File: config.mk
export PLATFORM = sky130hd
export DESIGN_NAME = timer_prescaler_capture_flags
export DESIGN_NICKNAME = d
export VERILOG_FILES = /design/src/logic/timer_prescaler_pkg.sv /design/src/logic/ext_clock_sync.sv /design/src/logic/timer_prescaler_capture_flags.sv
export SDC_FILE = /design/constraint.sdc
export NUM_CORES = 1
export LEC_CHECK = 0
export BUFFER_PORTS_ARGS = -buffer_cell sky130_fd_sc_hd__buf_2
export CAP_MARGIN = 20
export CORE_MARGIN = 2
export CORE_UTILIZATION = 30
export CTS_CLUSTER_DIAMETER = 80
export DETAILED_ROUTE_END_ITERATION = 8
export PLACE_DENSITY_LB_ADDON = 0.3
export SLEW_MARGIN = 20
export SYNTH_ARGS = -nofsm -noshare
export SYNTH_HDL_FRONTEND = slang
export SYNTH_SLANG_ARGS = --single-unit
File: constraint.sdc
create_clock -name clock -period 3.45 [get_ports clock]
set_input_delay 0.5175 -clock clock [delete_from_list [all_inputs] [get_ports clock]]
set_output_delay 0.5175 -clock clock [all_outputs]
set_load 0.005 [all_outputs]
File: src/logic/timer_prescaler_pkg.sv
// Package: register map, field positions and carrier types for the timer flag/prescaler block
package timer_prescaler_pkg;

    // ********************************************************
    // Register offsets (I/O space)
    // ********************************************************
    localparam logic [7:0] FLAG_REG_ADDR    = 8'h39;
    localparam logic [7:0] ENABLE_REG_ADDR  = 8'h3a;
    localparam logic [7:0] SYNC_REG_ADDR    = 8'h67;
    localparam logic [7:0] CAPTURE_LO_ADDR  = 8'h86;
    localparam logic [7:0] CAPTURE_HI_ADDR  = 8'h87;

    // ********************************************************
    // Reset values
    // ********************************************************
    localparam logic [7:0] FLAG_RESET       = 8'h00;
    localparam logic [7:0] ENABLE_RESET     = 8'h00;
    localparam logic [7:0] SYNC_RESET       = 8'h00;

    // ********************************************************
    // Field positions
    // ********************************************************
    localparam int WIDE_OVF_BIT     = 7;
    localparam int EN_WIDE_CMP_A    = 6;
    localparam int EN_WIDE_CMP_B    = 5;
    localparam int FL_WIDE_CMP_B    = 6;
    localparam int FL_WIDE_CMP_A    = 5;
    localparam int RESERVED_BIT     = 4;
    localparam int CAPTURE_BIT      = 3;
    localparam int NARROW_CMP_B_BIT = 2;
    localparam int NARROW_OVF_BIT   = 1;
    localparam int NARROW_CMP_A_BIT = 0;
    localparam int SYNC_HOLD_BIT    = 7;
    localparam int PRESCALE_RST_BIT = 0;

    // ********************************************************
    // Prescaler taps and clock select codes
    // ********************************************************
    localparam int PRESCALER_WIDTH  = 10;
    localparam int TAP_DIV8         = 3;
    localparam int TAP_DIV64        = 6;
    localparam int TAP_DIV256       = 8;
    localparam int TAP_DIV1024      = 10;

    typedef enum logic [2:0]
    {
        CLK_STOP     = 3'h0,
        CLK_DIRECT   = 3'h1,
        CLK_DIV8     = 3'h2,
        CLK_DIV64    = 3'h3,
        CLK_DIV256   = 3'h4,
        CLK_DIV1024  = 3'h5,
        CLK_PIN_FALL = 3'h6,
        CLK_PIN_RISE = 3'h7
    } clock_select_t;

    // Waveform modes that use the capture register as TOP
    localparam logic [3:0] WGM_PFC_CAP  = 4'h8;
    localparam logic [3:0] WGM_PC_CAP   = 4'ha;
    localparam logic [3:0] WGM_CTC_CAP  = 4'hc;
    localparam logic [3:0] WGM_FAST_CAP = 4'he;

    // ********************************************************
    // Carriers
    // ********************************************************
    typedef struct packed
    {
        logic       write;
        logic       read;
        logic [7:0] addr;
        logic [7:0] wdata;
    } bus_req_t;

    typedef struct packed
    {
        logic wideOverflow;
        logic wideCmpA;
        logic wideCmpB;
        logic wideTop;
        logic narrowOverflow;
        logic narrowCmpA;
        logic narrowCmpB;
    } timer_events_t;

    typedef struct packed
    {
        logic wideOverflow;
        logic wideCmpA;
        logic wideCmpB;
        logic capture;
        logic narrowOverflow;
        logic narrowCmpA;
        logic narrowCmpB;
    } vector_ack_t;

endpackage

File: src/logic/ext_clock_sync.sv
// External count-clock pin sampler and edge detector
module ext_clock_sync
(
    // Clock and reset
    input  wire logic                              clock,
    input  wire logic                              rst,
    // Pin and selection
    input  wire logic                              pinLevel,
    input  wire timer_prescaler_pkg::clock_select_t clockSelect,
    // Count pulse
    output logic                                   countPulse
);

    logic latchStage;
    logic syncStage;
    logic lastStage;
    logic next_countPulse;
    logic pinMode;

    // ********************************************************
    // Sampling: latch open while clock high, then flops
    // ********************************************************
    // Latch modelled as a negedge flop: holds the value seen at end of high phase
    always_ff @(negedge clock or posedge rst)
    begin
        if (rst)
            latchStage <= 1'b0;
        else
            latchStage <= pinLevel;
    end

    // ********************************************************
    // Edge detector
    // ********************************************************
    always_comb
    begin
        pinMode = (clockSelect == timer_prescaler_pkg::CLK_PIN_FALL) ||
                  (clockSelect == timer_prescaler_pkg::CLK_PIN_RISE);
        next_countPulse = 1'b0;
        // Pin direction is ignored, so software can toggle it to count
        if (pinMode)
        begin
            if (clockSelect == timer_prescaler_pkg::CLK_PIN_RISE)
                next_countPulse = syncStage && !lastStage;
            else
                next_countPulse = !syncStage && lastStage;
        end
    end

    always_ff @(posedge clock or posedge rst)
    begin
        if (rst)
        begin
            syncStage  <= 1'b0;
            lastStage  <= 1'b0;
        end
        else
        begin
            syncStage  <= latchStage;
            lastStage  <= syncStage;
        end
    end

    // Left unregistered: the parent's tick flop makes edge to count 2.5 to 3.5 cycles
    assign countPulse = next_countPulse;

endmodule

File: src/logic/timer_prescaler_capture_flags.sv
// Timer interrupt flags/enables, capture latch with shared high byte, shared prescaler
module timer_prescaler_capture_flags
(
    // Clock and reset
    input  wire logic                               clock,
    input  wire logic                               rst,
    // Core register port
    input  wire timer_prescaler_pkg::bus_req_t      busReq,
    output logic [7:0]                              busRdata,
    input  wire logic                               globalIrqEnable,
    input  wire timer_prescaler_pkg::vector_ack_t   vectorAck,
    output timer_prescaler_pkg::vector_ack_t        irqRequest,
    // Timer datapath side
    input  wire logic [15:0]                        wideCounterValue,
    input  wire logic [3:0]                         waveformModeField,
    input  wire timer_prescaler_pkg::clock_select_t wideClockSelect,
    input  wire timer_prescaler_pkg::clock_select_t narrowClockSelect,
    input  wire timer_prescaler_pkg::timer_events_t timerEvents,
    input  wire logic                               comparatorEvent,
    input  wire logic                               captureFromComparator,
    input  wire logic                               captureRiseEdge,
    output logic                                    wideCountTick,
    output logic                                    narrowCountTick,
    output logic [7:0]                              sharedHighByte,
    // Pins
    input  wire logic                               captureEventPin,
    input  wire logic                               wideExtClockPin,
    input  wire logic                               narrowExtClockPin
);

    // ********************************************************
    // State
    // ********************************************************
    localparam int PRESCALER_W = timer_prescaler_pkg::PRESCALER_WIDTH;

    logic [7:0]  flagReg;
    logic [7:0]  enableReg;
    logic        syncHold;
    logic        prescalerReset;
    logic [PRESCALER_W-1:0] prescaler;
    logic [15:0] captureValue;
    logic [7:0]  highLatch;
    logic [1:0]  capSync;
    logic        capLast;

    logic [7:0]  next_flagReg;
    logic [7:0]  next_enableReg;
    logic        next_syncHold;
    logic        next_prescalerReset;
    logic [PRESCALER_W-1:0] next_prescaler;
    logic [15:0] next_captureValue;
    logic [7:0]  next_highLatch;
    logic [7:0]  next_busRdata;
    logic        next_capLast;
    logic        captureEvent;
    logic        captureIsTop;
    logic [7:0]  setMask;
    logic [7:0]  clearMask;
    logic [7:0]  ackMask;
    logic        wideTickRaw;
    logic        narrowTickRaw;
    logic        widePinPulse;
    logic        narrowPinPulse;
    logic [PRESCALER_W:0] tapPulse;
    // Registered below so each request leaves a flop
    timer_prescaler_pkg::vector_ack_t next_irqRequest;


    // Tick for one clock select, given prescaler tap pulses and pin pulse
    function automatic logic select_tick
    (
        input timer_prescaler_pkg::clock_select_t sel,
        input logic [PRESCALER_W:0]               taps,
        input logic                               pinPulse
    );
        logic t;
        t = 1'b0;
        case (sel)
            timer_prescaler_pkg::CLK_STOP:     t = 1'b0;
            timer_prescaler_pkg::CLK_DIRECT:   t = 1'b1;
            timer_prescaler_pkg::CLK_DIV8:     t = taps[timer_prescaler_pkg::TAP_DIV8];
            timer_prescaler_pkg::CLK_DIV64:    t = taps[timer_prescaler_pkg::TAP_DIV64];
            timer_prescaler_pkg::CLK_DIV256:   t = taps[timer_prescaler_pkg::TAP_DIV256];
            timer_prescaler_pkg::CLK_DIV1024:  t = taps[timer_prescaler_pkg::TAP_DIV1024];
            default:                           t = pinPulse;
        endcase
        return t;
    endfunction

    // ********************************************************
    // External clock pins
    // ********************************************************
    ext_clock_sync wideSync
    (
        .clock       (clock),
        .rst         (rst),
        .pinLevel    (wideExtClockPin),
        .clockSelect (wideClockSelect),
        .countPulse  (widePinPulse)
    );

    ext_clock_sync narrowSync
    (
        .clock       (clock),
        .rst         (rst),
        .pinLevel    (narrowExtClockPin),
        .clockSelect (narrowClockSelect),
        .countPulse  (narrowPinPulse)
    );

    // ********************************************************
    // Prescaler and count ticks
    // ********************************************************
    always_comb
    begin
        // Free running, never gated by the selects
        next_prescaler = prescaler + 1'b1;
        if (prescalerReset)
            next_prescaler = '0;
        // Tap k pulses once every 2**k clocks, when the low k bits wrap
        // Ripple and-chain keeps every bit select constant
        tapPulse[0] = !prescalerReset;
        for (int k = 1; k <= PRESCALER_W; k++)
            tapPulse[k] = tapPulse[k-1] && prescaler[k-1];
        wideTickRaw   = select_tick(wideClockSelect, tapPulse, widePinPulse);
        narrowTickRaw = select_tick(narrowClockSelect, tapPulse, narrowPinPulse);
    end

    // ********************************************************
    // Register file, flags, capture
    // ********************************************************
    always_comb
    begin
        captureIsTop = (waveformModeField == timer_prescaler_pkg::WGM_PFC_CAP) ||
                       (waveformModeField == timer_prescaler_pkg::WGM_PC_CAP) ||
                       (waveformModeField == timer_prescaler_pkg::WGM_CTC_CAP) ||
                       (waveformModeField == timer_prescaler_pkg::WGM_FAST_CAP);
        // Capture pin disconnected while capture register is TOP
        captureEvent = !captureIsTop &&
                       (captureFromComparator ? comparatorEvent :
                        (captureRiseEdge ? (capSync[1] && !capLast)
                                         : (!capSync[1] && capLast)));
        next_capLast = capSync[1];

        setMask = '0;
        // Events arrive already tied to the timer clock; forced strobes never drive them
        setMask[timer_prescaler_pkg::WIDE_OVF_BIT]     = timerEvents.wideOverflow;
        setMask[timer_prescaler_pkg::FL_WIDE_CMP_B]    = timerEvents.wideCmpB;
        setMask[timer_prescaler_pkg::FL_WIDE_CMP_A]    = timerEvents.wideCmpA;
        setMask[timer_prescaler_pkg::CAPTURE_BIT]      =
            captureIsTop ? timerEvents.wideTop : captureEvent;
        setMask[timer_prescaler_pkg::NARROW_CMP_B_BIT] = timerEvents.narrowCmpB;
        setMask[timer_prescaler_pkg::NARROW_OVF_BIT]   = timerEvents.narrowOverflow;
        setMask[timer_prescaler_pkg::NARROW_CMP_A_BIT] = timerEvents.narrowCmpA;

        ackMask = '0;
        ackMask[timer_prescaler_pkg::WIDE_OVF_BIT]     = vectorAck.wideOverflow;
        ackMask[timer_prescaler_pkg::FL_WIDE_CMP_B]    = vectorAck.wideCmpB;
        ackMask[timer_prescaler_pkg::FL_WIDE_CMP_A]    = vectorAck.wideCmpA;
        ackMask[timer_prescaler_pkg::CAPTURE_BIT]      = vectorAck.capture;
        ackMask[timer_prescaler_pkg::NARROW_CMP_B_BIT] = vectorAck.narrowCmpB;
        ackMask[timer_prescaler_pkg::NARROW_OVF_BIT]   = vectorAck.narrowOverflow;
        ackMask[timer_prescaler_pkg::NARROW_CMP_A_BIT] = vectorAck.narrowCmpA;

        clearMask = ackMask;
        if (busReq.write && busReq.addr == timer_prescaler_pkg::FLAG_REG_ADDR)
            clearMask = clearMask | busReq.wdata;

        next_flagReg = (flagReg & ~clearMask) | setMask;
        next_flagReg[timer_prescaler_pkg::RESERVED_BIT] = 1'b0;

        next_enableReg = enableReg;
        if (busReq.write && busReq.addr == timer_prescaler_pkg::ENABLE_REG_ADDR)
        begin
            next_enableReg = busReq.wdata;
            next_enableReg[timer_prescaler_pkg::RESERVED_BIT] = 1'b0;
        end

        next_syncHold = syncHold;
        // Reset bit self-clears one cycle after being written unless held
        next_prescalerReset = prescalerReset && syncHold;
        if (busReq.write && busReq.addr == timer_prescaler_pkg::SYNC_REG_ADDR)
        begin
            next_syncHold = busReq.wdata[timer_prescaler_pkg::SYNC_HOLD_BIT];
            // Sync bit decides whether the written reset bit is held; dropping it from one forces the reset bit low
            next_prescalerReset = busReq.wdata[timer_prescaler_pkg::PRESCALE_RST_BIT];
            // Writing one resets now; dropping sync mode releases it
            if (!busReq.wdata[timer_prescaler_pkg::SYNC_HOLD_BIT] && syncHold)
                next_prescalerReset = 1'b0;
        end

        next_captureValue = captureValue;
        if (captureEvent)
            next_captureValue = wideCounterValue;

        // Low-byte read loads the latch; high-byte write loads it too
        next_highLatch = highLatch;
        if (busReq.read && busReq.addr == timer_prescaler_pkg::CAPTURE_LO_ADDR)
            next_highLatch = captureValue[15:8];
        if (busReq.write && busReq.addr == timer_prescaler_pkg::CAPTURE_HI_ADDR)
            next_highLatch = busReq.wdata;

        next_busRdata = busRdata;
        if (busReq.read)
        begin
            case (busReq.addr)
                timer_prescaler_pkg::FLAG_REG_ADDR:   next_busRdata = flagReg;
                timer_prescaler_pkg::ENABLE_REG_ADDR: next_busRdata = enableReg;
                timer_prescaler_pkg::SYNC_REG_ADDR:
                    next_busRdata = {syncHold, 6'h00, prescalerReset};
                timer_prescaler_pkg::CAPTURE_LO_ADDR: next_busRdata = captureValue[7:0];
                timer_prescaler_pkg::CAPTURE_HI_ADDR: next_busRdata = highLatch;
                default:                              next_busRdata = 8'h00;
            endcase
        end

        next_irqRequest.wideOverflow   = globalIrqEnable &&
            enableReg[timer_prescaler_pkg::WIDE_OVF_BIT] &&
            flagReg[timer_prescaler_pkg::WIDE_OVF_BIT];
        next_irqRequest.wideCmpA       = globalIrqEnable &&
            enableReg[timer_prescaler_pkg::EN_WIDE_CMP_A] &&
            flagReg[timer_prescaler_pkg::FL_WIDE_CMP_A];
        next_irqRequest.wideCmpB       = globalIrqEnable &&
            enableReg[timer_prescaler_pkg::EN_WIDE_CMP_B] &&
            flagReg[timer_prescaler_pkg::FL_WIDE_CMP_B];
        next_irqRequest.capture        = globalIrqEnable &&
            enableReg[timer_prescaler_pkg::CAPTURE_BIT] &&
            flagReg[timer_prescaler_pkg::CAPTURE_BIT];
        next_irqRequest.narrowOverflow = globalIrqEnable &&
            enableReg[timer_prescaler_pkg::NARROW_OVF_BIT] &&
            flagReg[timer_prescaler_pkg::NARROW_OVF_BIT];
        next_irqRequest.narrowCmpA     = globalIrqEnable &&
            enableReg[timer_prescaler_pkg::NARROW_CMP_A_BIT] &&
            flagReg[timer_prescaler_pkg::NARROW_CMP_A_BIT];
        next_irqRequest.narrowCmpB     = globalIrqEnable &&
            enableReg[timer_prescaler_pkg::NARROW_CMP_B_BIT] &&
            flagReg[timer_prescaler_pkg::NARROW_CMP_B_BIT];
    end

    always_ff @(posedge clock or posedge rst)
    begin
        if (rst)
        begin
            flagReg         <= timer_prescaler_pkg::FLAG_RESET;
            enableReg       <= timer_prescaler_pkg::ENABLE_RESET;
            syncHold        <= 1'b0;
            prescalerReset  <= 1'b0;
            prescaler       <= '0;
            captureValue    <= 16'h0000;
            highLatch       <= 8'h00;
            capSync         <= 2'h0;
            capLast         <= 1'b0;
            busRdata        <= 8'h00;
            irqRequest      <= '0;
            wideCountTick   <= 1'b0;
            narrowCountTick <= 1'b0;
        end
        else
        begin
            flagReg         <= next_flagReg;
            enableReg       <= next_enableReg;
            syncHold        <= next_syncHold;
            prescalerReset  <= next_prescalerReset;
            prescaler       <= next_prescaler;
            captureValue    <= next_captureValue;
            highLatch       <= next_highLatch;
            capSync         <= {capSync[0], captureEventPin};
            capLast         <= next_capLast;
            busRdata        <= next_busRdata;
            irqRequest      <= next_irqRequest;
            wideCountTick   <= wideTickRaw;
            narrowCountTick <= narrowTickRaw;
        end
    end

    assign sharedHighByte = highLatch;

endmodule

==> results of run 1 <==
-- power groups by stage --
stage,Combinational (mW),Clock [mW],Sequential [mW]
2_1_floorplan,0.232,0,1.08
3_3_place_gp,0.330,0,1.10
3_5_place_dp,0.341,0,1.10
4_1_cts,0.343,1.07,1.08
5_1_grt,0.388,1.11,1.10
6_report,0.336,1.04,1.08
-- state kept, by name, summed over array words and instances (netlist names), 2 cells and up --
signal,cells
captureValue,16
enableReg,7
flagReg,7
busRdata,8
sharedHighByte,8
prescaler,10
capSync,2
irqRequest,7
-- worst min path at each step --
stage                           from                   end
after floorplan           capSync[0]            capSync[1]
after global placement    capSync[0]            capSync[1]
after detailed placement  capSync[0]            capSync[1]
after CTS                        rst    wideSync.syncStage
after global routing             rst  narrowSync.syncStage
final                            rst    wideSync.syncStage
-- metal layers --
metal | vias to the layer above | global-route usage (%) | wire (um)
met1 | 1215 | 17.7 | 3690
met3 | 6 | 5.03 | 492
li1 | 1222 | - | -
met2 | 62 | 21.9 | 3830
met5 | - | 0 | 0
met4 | 0 | 3.46 | 52
-- cells in the final DEF, fill, tap and decap left out, types with 4 or more instances in the layout --
cell and instances:
mux2i_1 13, mux2_2 16, and3_1 8, nand2_1 18, nand3_1 7, a22oi_1 9, nor2b_1 5, dfrtp_1 74
inv_1 15, nand4_1 6, nand3b_1 4, buf_2 89, clkbuf_16 9, o21a_1 5, a31o_2 6, a21oi_1 12
inv_6 4, o221ai_1 5, mux2_4 9, o21ai_0 4, nor2_1 18
-- area by class of cell --
type	count	area, um^2
well taps	143	179
flip-flops and latches	76	1900
inverters	16	63.8
clock inverters	7	104
clock buffers	9	225
multi-input cells	185	1420
fillers	1147	6980
repair buffers	90	453
-- metrics by stage --
step / hold WS, ns / util, % / area [um^2] / setup slack, ns
after floorplan: 0.331 / - / 3450 / 0.443
after global placement: 0.333 / 35.4 / 4010 / 0.958
after detailed placement: 0.340 / 35.4 / 4010 / 0.953
after CTS: 0.0867 / 38.4 / 4340 / 1.25
after global routing: 0.0889 / 38.4 / 4340 / 1.25
final: 0.0929 / 38.4 / 4340 / 1.26
-- Yosys cell counts (all sizes together) (4+ instances only) --
cell,n
dfrtp,74
mux2,25
nand2,19
nor2,19
inv,16
mux2i,13
a21oi,12
a22oi,9
and3,8
nand3,8
buf,7
a31o,6
nand4,6
o221ai,6
nor2b,5
o21a,5
nand3b,4
o21ai,4
-- logic make-up (layout without fill, tap and decap cells) --
logic type,after synthesis,after routing,synth area share [%]
xor gates and xnor gates,6,6,1.52
AOI/OAI and AO/OA,56,56,12.5
buffers and inverters,26,122,3.88
muxes,38,38,12.9
and+or+nand+nor,84,84,13.7
adders and majority gates,1,1,0.363
DFF,76,76,55.1
==> results.cfg, run 1 <==
[route]
wl_per_cell_um = 15.3
ant_nets = 0
via_per_inst = 4.76
routed_wl_um = 8070
vias = 2505
dr.pass1.iters = 4
drtIter0Drc = 92
drc = 0

[die]
start_util_pct = 30.5
io_pins = 92
die_w_um = 111
die-area_um2 = 12400
die_h_um = 111
row_count = 39
core-area_um2 = 11300

[setup_path]
path_class = flip-flop to flip-flop
crit_start = wideSync.latchStage
end_kind = flip-flop
start_kind = flip-flop
r2r-end = wideSync.syncStage
reg2regPathDepth = 0
cp.required_ns = 3.71
crit_arrival_ns = 2.45
reg2reg_setup_slack_ns = 1.26
r2r_start = wideSync.latchStage
critical_path.endpoint = wideSync.syncStage
cp.depth = 0
crit_fanout = 1

[global_routing]
antenna_found_initial = 0
grt_pass1_vias = 2657
track_usage_pct = 13.7
grt_start_max_net_pins = 73
grt_pass1_wl_um = 13500
overflow = 0

[power_and_ir_drop]
netSwitchingPower_mw = 0.641
p_per_area_nw_per_um2 = 566
peakVddDrop_v = 0.000373
swShare_pct = 26.1
p_int_mw = 1.82
p_leak_nw = 2.17
p_comb_share_pct = 13.7
sequentialPowerShare_pct = 44.1
power_mw = 2.46
p_clk_share_pct = 42.3

[synthesis]
synth-warning-count = 0
syn_area_um2 = 3450
ys_seq_area_share_pct = 55.1
ys.flop_type = dfrtp_1
synth_cell_types = 50
synth-edff-count = 0
synthArstFlopShare_pct = 100
synth_top_area_share_pct = 53.7
synth_top_area_cell = dfrtp_1
avgSynthCellArea_um2 = 12.0
netlist_instances = 287
ys_ff_latch = 76
syn_nets = 355
synth_area_leaders = dfrtp_1 54%, mux2_2 5.2%, mux2_4 3.9%, mux2i_1 3.8%, a22oi_1 2.0%

[job]
drv_cap = 0

[clock_network]
cts_tree = yes
ctsHtreeMaxLevel = 3
insertion_delay_ns = 0.33
cts_buffer_depth = 2
ctsResizeCount = 0
hold_buffers = 0
cts.sinks = 76
root_buffer = clkbuf_16
post_cts_buffers = 0
numCtsBuffers = 9
clkTransAtPathRegs_ns = 0.05

[placement]
place_congestion = 0.791
hpwlAfterDp_um = 6020
io_buffers = 89
dp_cells = 510

[run_status]
outcome = completed

[sta]
finalHoldViolCount = 0
setup_tns_ns = 0
fin_worst_skew_ns = 0.0114
rsz0062_at_grt = no
slew-limit-headroom_pct = 37.4
worst_pin_slew_ns = 0.939
finalSetupViolations = 0
drv_slew = 0

[layout]
drive_gt1_share_pct = 37.9
final_cells = 526
antenna_cells = 0
nets = 446
area_delta_synth_final_pct = 25.8

[hold_path]
hold_path.class = primary input to async pin
No activity file was read; power rests on OpenSTA's default activity.
==> run 2, diff against run 1 <==
Clock period 3.45 ns to 1.8 ns, I/O delays scaled along.
==> run 2 against run 1 <==
  * Sequential cell count stayed put
  * Clock power is 76% higher
  * Critical path depth is 4 higher
  * Combinational power is 97% higher
  * Sequential power is 93% higher
  * Wire length is 1.3% lower
  * Count of clock-buffer cells in the layout stayed put
  * Die area stayed put
  * Largest power group unchanged
  * Sequential share of layout area is 0.49 points lower
  * First-iteration DRC count is 2.2% higher
  * Largest cell class unchanged
  * Core utilization is 0.43 points higher
==> results.cfg, run 2 (synthesis results as in run 1) <==
[power_and_ir_drop]
peakVddDrop_v = 0.000532
p_per_area_nw_per_um2 = 1040
power_mw = 4.57
swShare_pct = 26.7
netSwitchingPower_mw = 1.22
p_int_mw = 3.35
p_clk_share_pct = 40.0
sequentialPowerShare_pct = 45.5
p_leak_nw = 2.19
p_comb_share_pct = 14.5

[global_routing]
grt_start_max_net_pins = 67
track_usage_pct = 13.6
grt_pass1_wl_um = 13300
grt_pass1_vias = 2685
antenna_found_initial = 0
overflow = 0

[sta]
worst_pin_slew_ns = 0.709
drv_slew = 0
slew-limit-headroom_pct = 52.7
max_freq_mhz = 607
finalHoldViolCount = 0
finalSetupViolations = 0
period_needed_ns = 1.65
rsz0062_at_grt = no
fin_worst_skew_ns = 0.00858
finalCritPeriodShare_pct = 91.6

[die]
die-area_um2 = 12400
row_count = 39
die_h_um = 111
die_w_um = 111
io_pins = 92
core-area_um2 = 11300
start_util_pct = 30.5

[hold_path]
hold_path.class = primary input to flip-flop

[clock_network]
cts_tree = yes
insertion_delay_ns = 0.34
clkTransAtPathRegs_ns = 0.07
numCtsBuffers = 9
cts_buffer_depth = 2
cts.sinks = 76
ctsResizeCount = 0
root_buffer = clkbuf_16
ctsHtreeMaxLevel = 3

[route]
routed_wl_um = 7960
ant_nets = 0
drc = 0
wl_per_cell_um = 14.9
dr.pass1.iters = 4
drtIter0Drc = 94
vias = 2522
via_per_inst = 4.72

[layout]
fillers = 1142
antenna_cells = 0
drive_gt1_share_pct = 38.9
reg_top3 = captureValue x16, prescaler x10
area_delta_synth_final_pct = 27.2
largest_register_ffs = 16
final_common_cell = buf_2
layout_common_cells = 89 x buf_2, 74 x dfrtp_1, 18 x nand2_1, 18 x nor2_1, 16 x mux2_2
regMostFlops = captureValue
final_cells = 534
nets = 454

[setup_path]
crit_arrival_ns = 1.87
path_class = flip-flop to flip-flop
start_kind = flip-flop
end_kind = flip-flop
crit_fanout = 17
cp.required_ns = 2.02

[run_status]
outcome = completed

[placement]
io_buffers = 89
dp_cells = 517
place_congestion = 0.801
hpwlAfterDp_um = 6150

[job]
drv_cap = 0
[run 2: cell types whose count changed in the layout (fill, tap and decap cells not counted), sizes merged]
cell         before  now
dlygate4sd3       0    1
bufinv            2    1
clkinvlp          1    2
buf              90   97
[run 2: layout make-up]
class	count	area [um^2]	share of cell area (%)
inverters	16	63.8	1.45
flip-flops and latches	76	1900	43.3
repair buffers	98	528	12.0
clock inverters	7	77.6	1.77
well taps	143	179	4.08
multi-input cells	185	1420	32.2
clock buffers	9	225	5.13
[run 2: power groups by stage]
stage               combinational [mW]  sequential, mW  clock [mW]
floorplan                        0.444            2.07           0
global placement                 0.648            2.10           0
detailed placement               0.670            2.11           0
CTS                              0.675            2.08        1.88
global route                     0.754            2.11        1.95
finish                           0.662            2.08        1.83
[run 2: timing repair]
item / 4_1_cts / 5_1_grt
hold buffers: 1 / 0
setup buffers: 0 / 0
endpoints found under the hold margin: 8 / 0
[run 2: worst paths after layout]
kind,depth (start not counted),slack (ns),startpoint,end
setup / recovery,4,0.15,capSync[1],captureValue[7]
hold / removal,1,0.03,captureEventPin,capSync[0]
setup reg to reg,4,0.15,capSync[1],captureValue[7]
hold reg to reg,0,0.35,capSync[0],capSync[1]
max in group asynchronous,3,0.34,rst,narrowSync.latchStage
min in group asynchronous,3,0.45,rst,wideSync.syncStage
[run 2: worst max-delay path: stages (launching register included)]
cell	delay, ns
dfrtp_1	0.36
nand2b_1	0.12
o22ai_2	0.09
o221ai_4	0.55
mux2_2	0.41
[run 2: stage by stage]
step           worst slack, ns  hold slack, ns  TNS, ns  util (%)  instance area (um^2)
2_1_floorplan           -0.134           0.301   -0.268         -                  3450
3_3_place_gp             0.163           0.244        0      36.0                  4080
3_5_place_dp             0.121           0.249        0      36.0                  4080
4_1_cts                  0.109          0.0231        0      38.8                  4390
5_1_grt                 0.0348          0.0257        0      38.8                  4390
6_report                 0.152          0.0335        0      38.8                  4390
[run 2: per-layer routing]
| metal | up-vias | track usage (%) | share of wire [%] |
|---|---|---|---|
| li1 | 1237 | - | - |
| met1 | 1210 | 17.3 | 45 |
| met2 | 69 | 21.9 | 48 |
| met3 | 6 | 5.14 | 6.2 |
| met4 | 0 | 3.37 | 0.90 |
| met5 | - | 0 | 0 |
==> run 3, diff against run 2 <==
Settings changed: CORE_MARGIN 2 to 3, CORE_UTILIZATION 30 to 40.
==> run 3 against run 2 <==
  * Sequential cell count is the same
  * Register-to-register slack gained 0.18 ns
  * Largest cell class unchanged
  * Sequential share of layout area grew 1.8 points
==> results.cfg, run 3 (synthesis results as in run 1) <==
[layout]
antenna_cells = 0
regMostFlops = captureValue
final_common_cell = buf_2
reg_top3 = captureValue x16, prescaler x10
layout_common_cells = 89 x buf_2, 74 x dfrtp_1, 18 x nand2_1, 18 x nor2_1, 16 x mux2_2
fillers = 748
final_cells = 497
drive_gt1_share_pct = 39.0
largest_register_ffs = 16
nets = 455
utilization_pct = 50.8
final_area_um2 = 4220
area_delta_synth_final_pct = 22.2

[global_routing]
grt_start_max_net_pins = 62
grt_pass1_wl_um = 13200
grt_pass1_vias = 2656
antenna_found_initial = 0
overflow = 0
track_usage_pct = 17.2

[hold_path]
hold_path.class = primary input to async pin

[die]
io_pins = 92
die_h_um = 98.9
start_util_pct = 41.6
die-area_um2 = 9780
core-area_um2 = 8300
die_w_um = 98.9
row_count = 33

[setup_path]
r2r-end = captureValue[15]
reg2reg_setup_slack_ns = 0.33
path_class = flip-flop to flip-flop
crit_arrival_ns = 1.70
cp.required_ns = 2.04
slowest_stage = dfrtp_1
start_kind = flip-flop
reg2regPathDepth = 5
cpLargestDelayFamily = flip-flops
cp.depth = 5
crit_chain = nand2b_1 -> o22ai_2 -> o221ai_4 -> buf_12 -> mux2_4
crit_fanout = 17
end_kind = flip-flop
path_buf_inv = 1
slowest_delay_ns = 0.39
r2r_start = capSync[1]

[job]
drv_cap = 0

[sta]
slew-limit-headroom_pct = 48.2
period_needed_ns = 1.47
fin_worst_skew_ns = 0.0138
max_freq_mhz = 682
rsz0062_at_grt = no
finalHoldViolCount = 0
finalSetupViolations = 0
drv_slew = 0
worst_pin_slew_ns = 0.777
setup_ws_ns = 0.334
finalCritPeriodShare_pct = 81.4

[clock_network]
root_buffer = clkbuf_8
cts_buffer_depth = 2
cts.sinks = 76
ctsResizeCount = 0
numCtsBuffers = 9
cts_tree = yes
ctsHtreeMaxLevel = 3
insertion_delay_ns = 0.35
clkTransAtPathRegs_ns = 0.08

[power_and_ir_drop]
p_int_mw = 2.75
peakVddDrop_v = 0.000521
swShare_pct = 28.8
p_per_area_nw_per_um2 = 916
sequentialPowerShare_pct = 53.7
p_leak_nw = 2.14
netSwitchingPower_mw = 1.11
p_clk_share_pct = 29.1
p_comb_share_pct = 17.2

[route]
drc = 0
routed_wl_um = 7870
vias = 2567
via_per_inst = 5.16
drtIter0Drc = 105
dr.pass1.iters = 4
ant_nets = 0
wl_per_cell_um = 15.8

[placement]
io_buffers = 89
place_congestion = 0.824
dpl_cell_area_um2 = 4020
hpwlAfterDp_um = 5940
dp_cells = 479
post-place-ws_ns = 0.100

[run_status]
outcome = completed
run 3: cell types whose count changed in the layout (fill, tap and decap cells not counted), sizes merged:
cell      delta
clkinv       +4
inv          -4
buf          +1
bufinv       -1
clkinvlp     +1
run 3: worst min-delay path: stages:
cell        delay, ns
buf_2            0.13
clkinvlp_4       0.10
buf_4            0.21
run 3: what timing repair did:
item | CTS | global route
buffers inserted | 0 | 1
hold buffers | 1 | 0
endpoints found under the setup margin | 0 | 4
hold endpoints to repair | 1 | 0
run 3: how the worst max path moves through the flow:
stage	startpoint	to	slack, ns
2_1_floorplan	rst	narrowSync.latchStage	-0.13
3_3_place_gp	captureRiseEdge	captureValue[7]	0.13
3_5_place_dp	capSync[1]	captureValue[8]	0.10
4_1_cts	capSync[1]	captureValue[8]	0.08
5_1_grt	prescaler[0]	wideCountTick	0.13
6_report	capSync[1]	captureValue[15]	0.33
run 3: power by group through the flow:
stage | registers, mW | logic [mW] | clock network [mW]
after floorplan | 2.07 | 0.444 | 0
after global placement | 2.10 | 0.639 | 0
after detailed placement | 2.11 | 0.661 | 0
after CTS | 2.07 | 0.666 | 1.17
after global routing | 2.11 | 0.748 | 1.24
final | 2.07 | 0.663 | 1.12
run 3: routing by layer:
layer | vias to the layer above | GRT usage (%) | part of all wire, %
met5 | - | 0 | 0
met4 | 0 | 6.30 | 1.7
met3 | 14 | 5.94 | 5.5
met2 | 67 | 27.1 | 49
met1 | 1244 | 22.0 | 44
li1 | 1242 | - | -
run 3: cell type report:
| type | count | area (um^2) | area share [%] |
|---|---|---|---|
| clock buffers | 9 | 124 | 2.94 |
| clock inverters | 7 | 43.8 | 1.04 |
| inverters | 16 | 63.8 | 1.51 |
| multi-input cells | 185 | 1420 | 33.6 |
| flip-flops and latches | 76 | 1900 | 45.1 |
| well taps | 105 | 131 | 3.12 |
| repair buffers | 99 | 536 | 12.7 |
run 3: metrics by stage:
step	total power [mW]	hold WS [ns]	TNS, ns
after global placement	2.74	0.333	0
after detailed placement	2.77	0.337	0
after global routing	4.09	0.0294	0
after CTS	3.91	0.00896	0
after floorplan	2.51	0.301	-0.268
final	3.86	0.0122	0
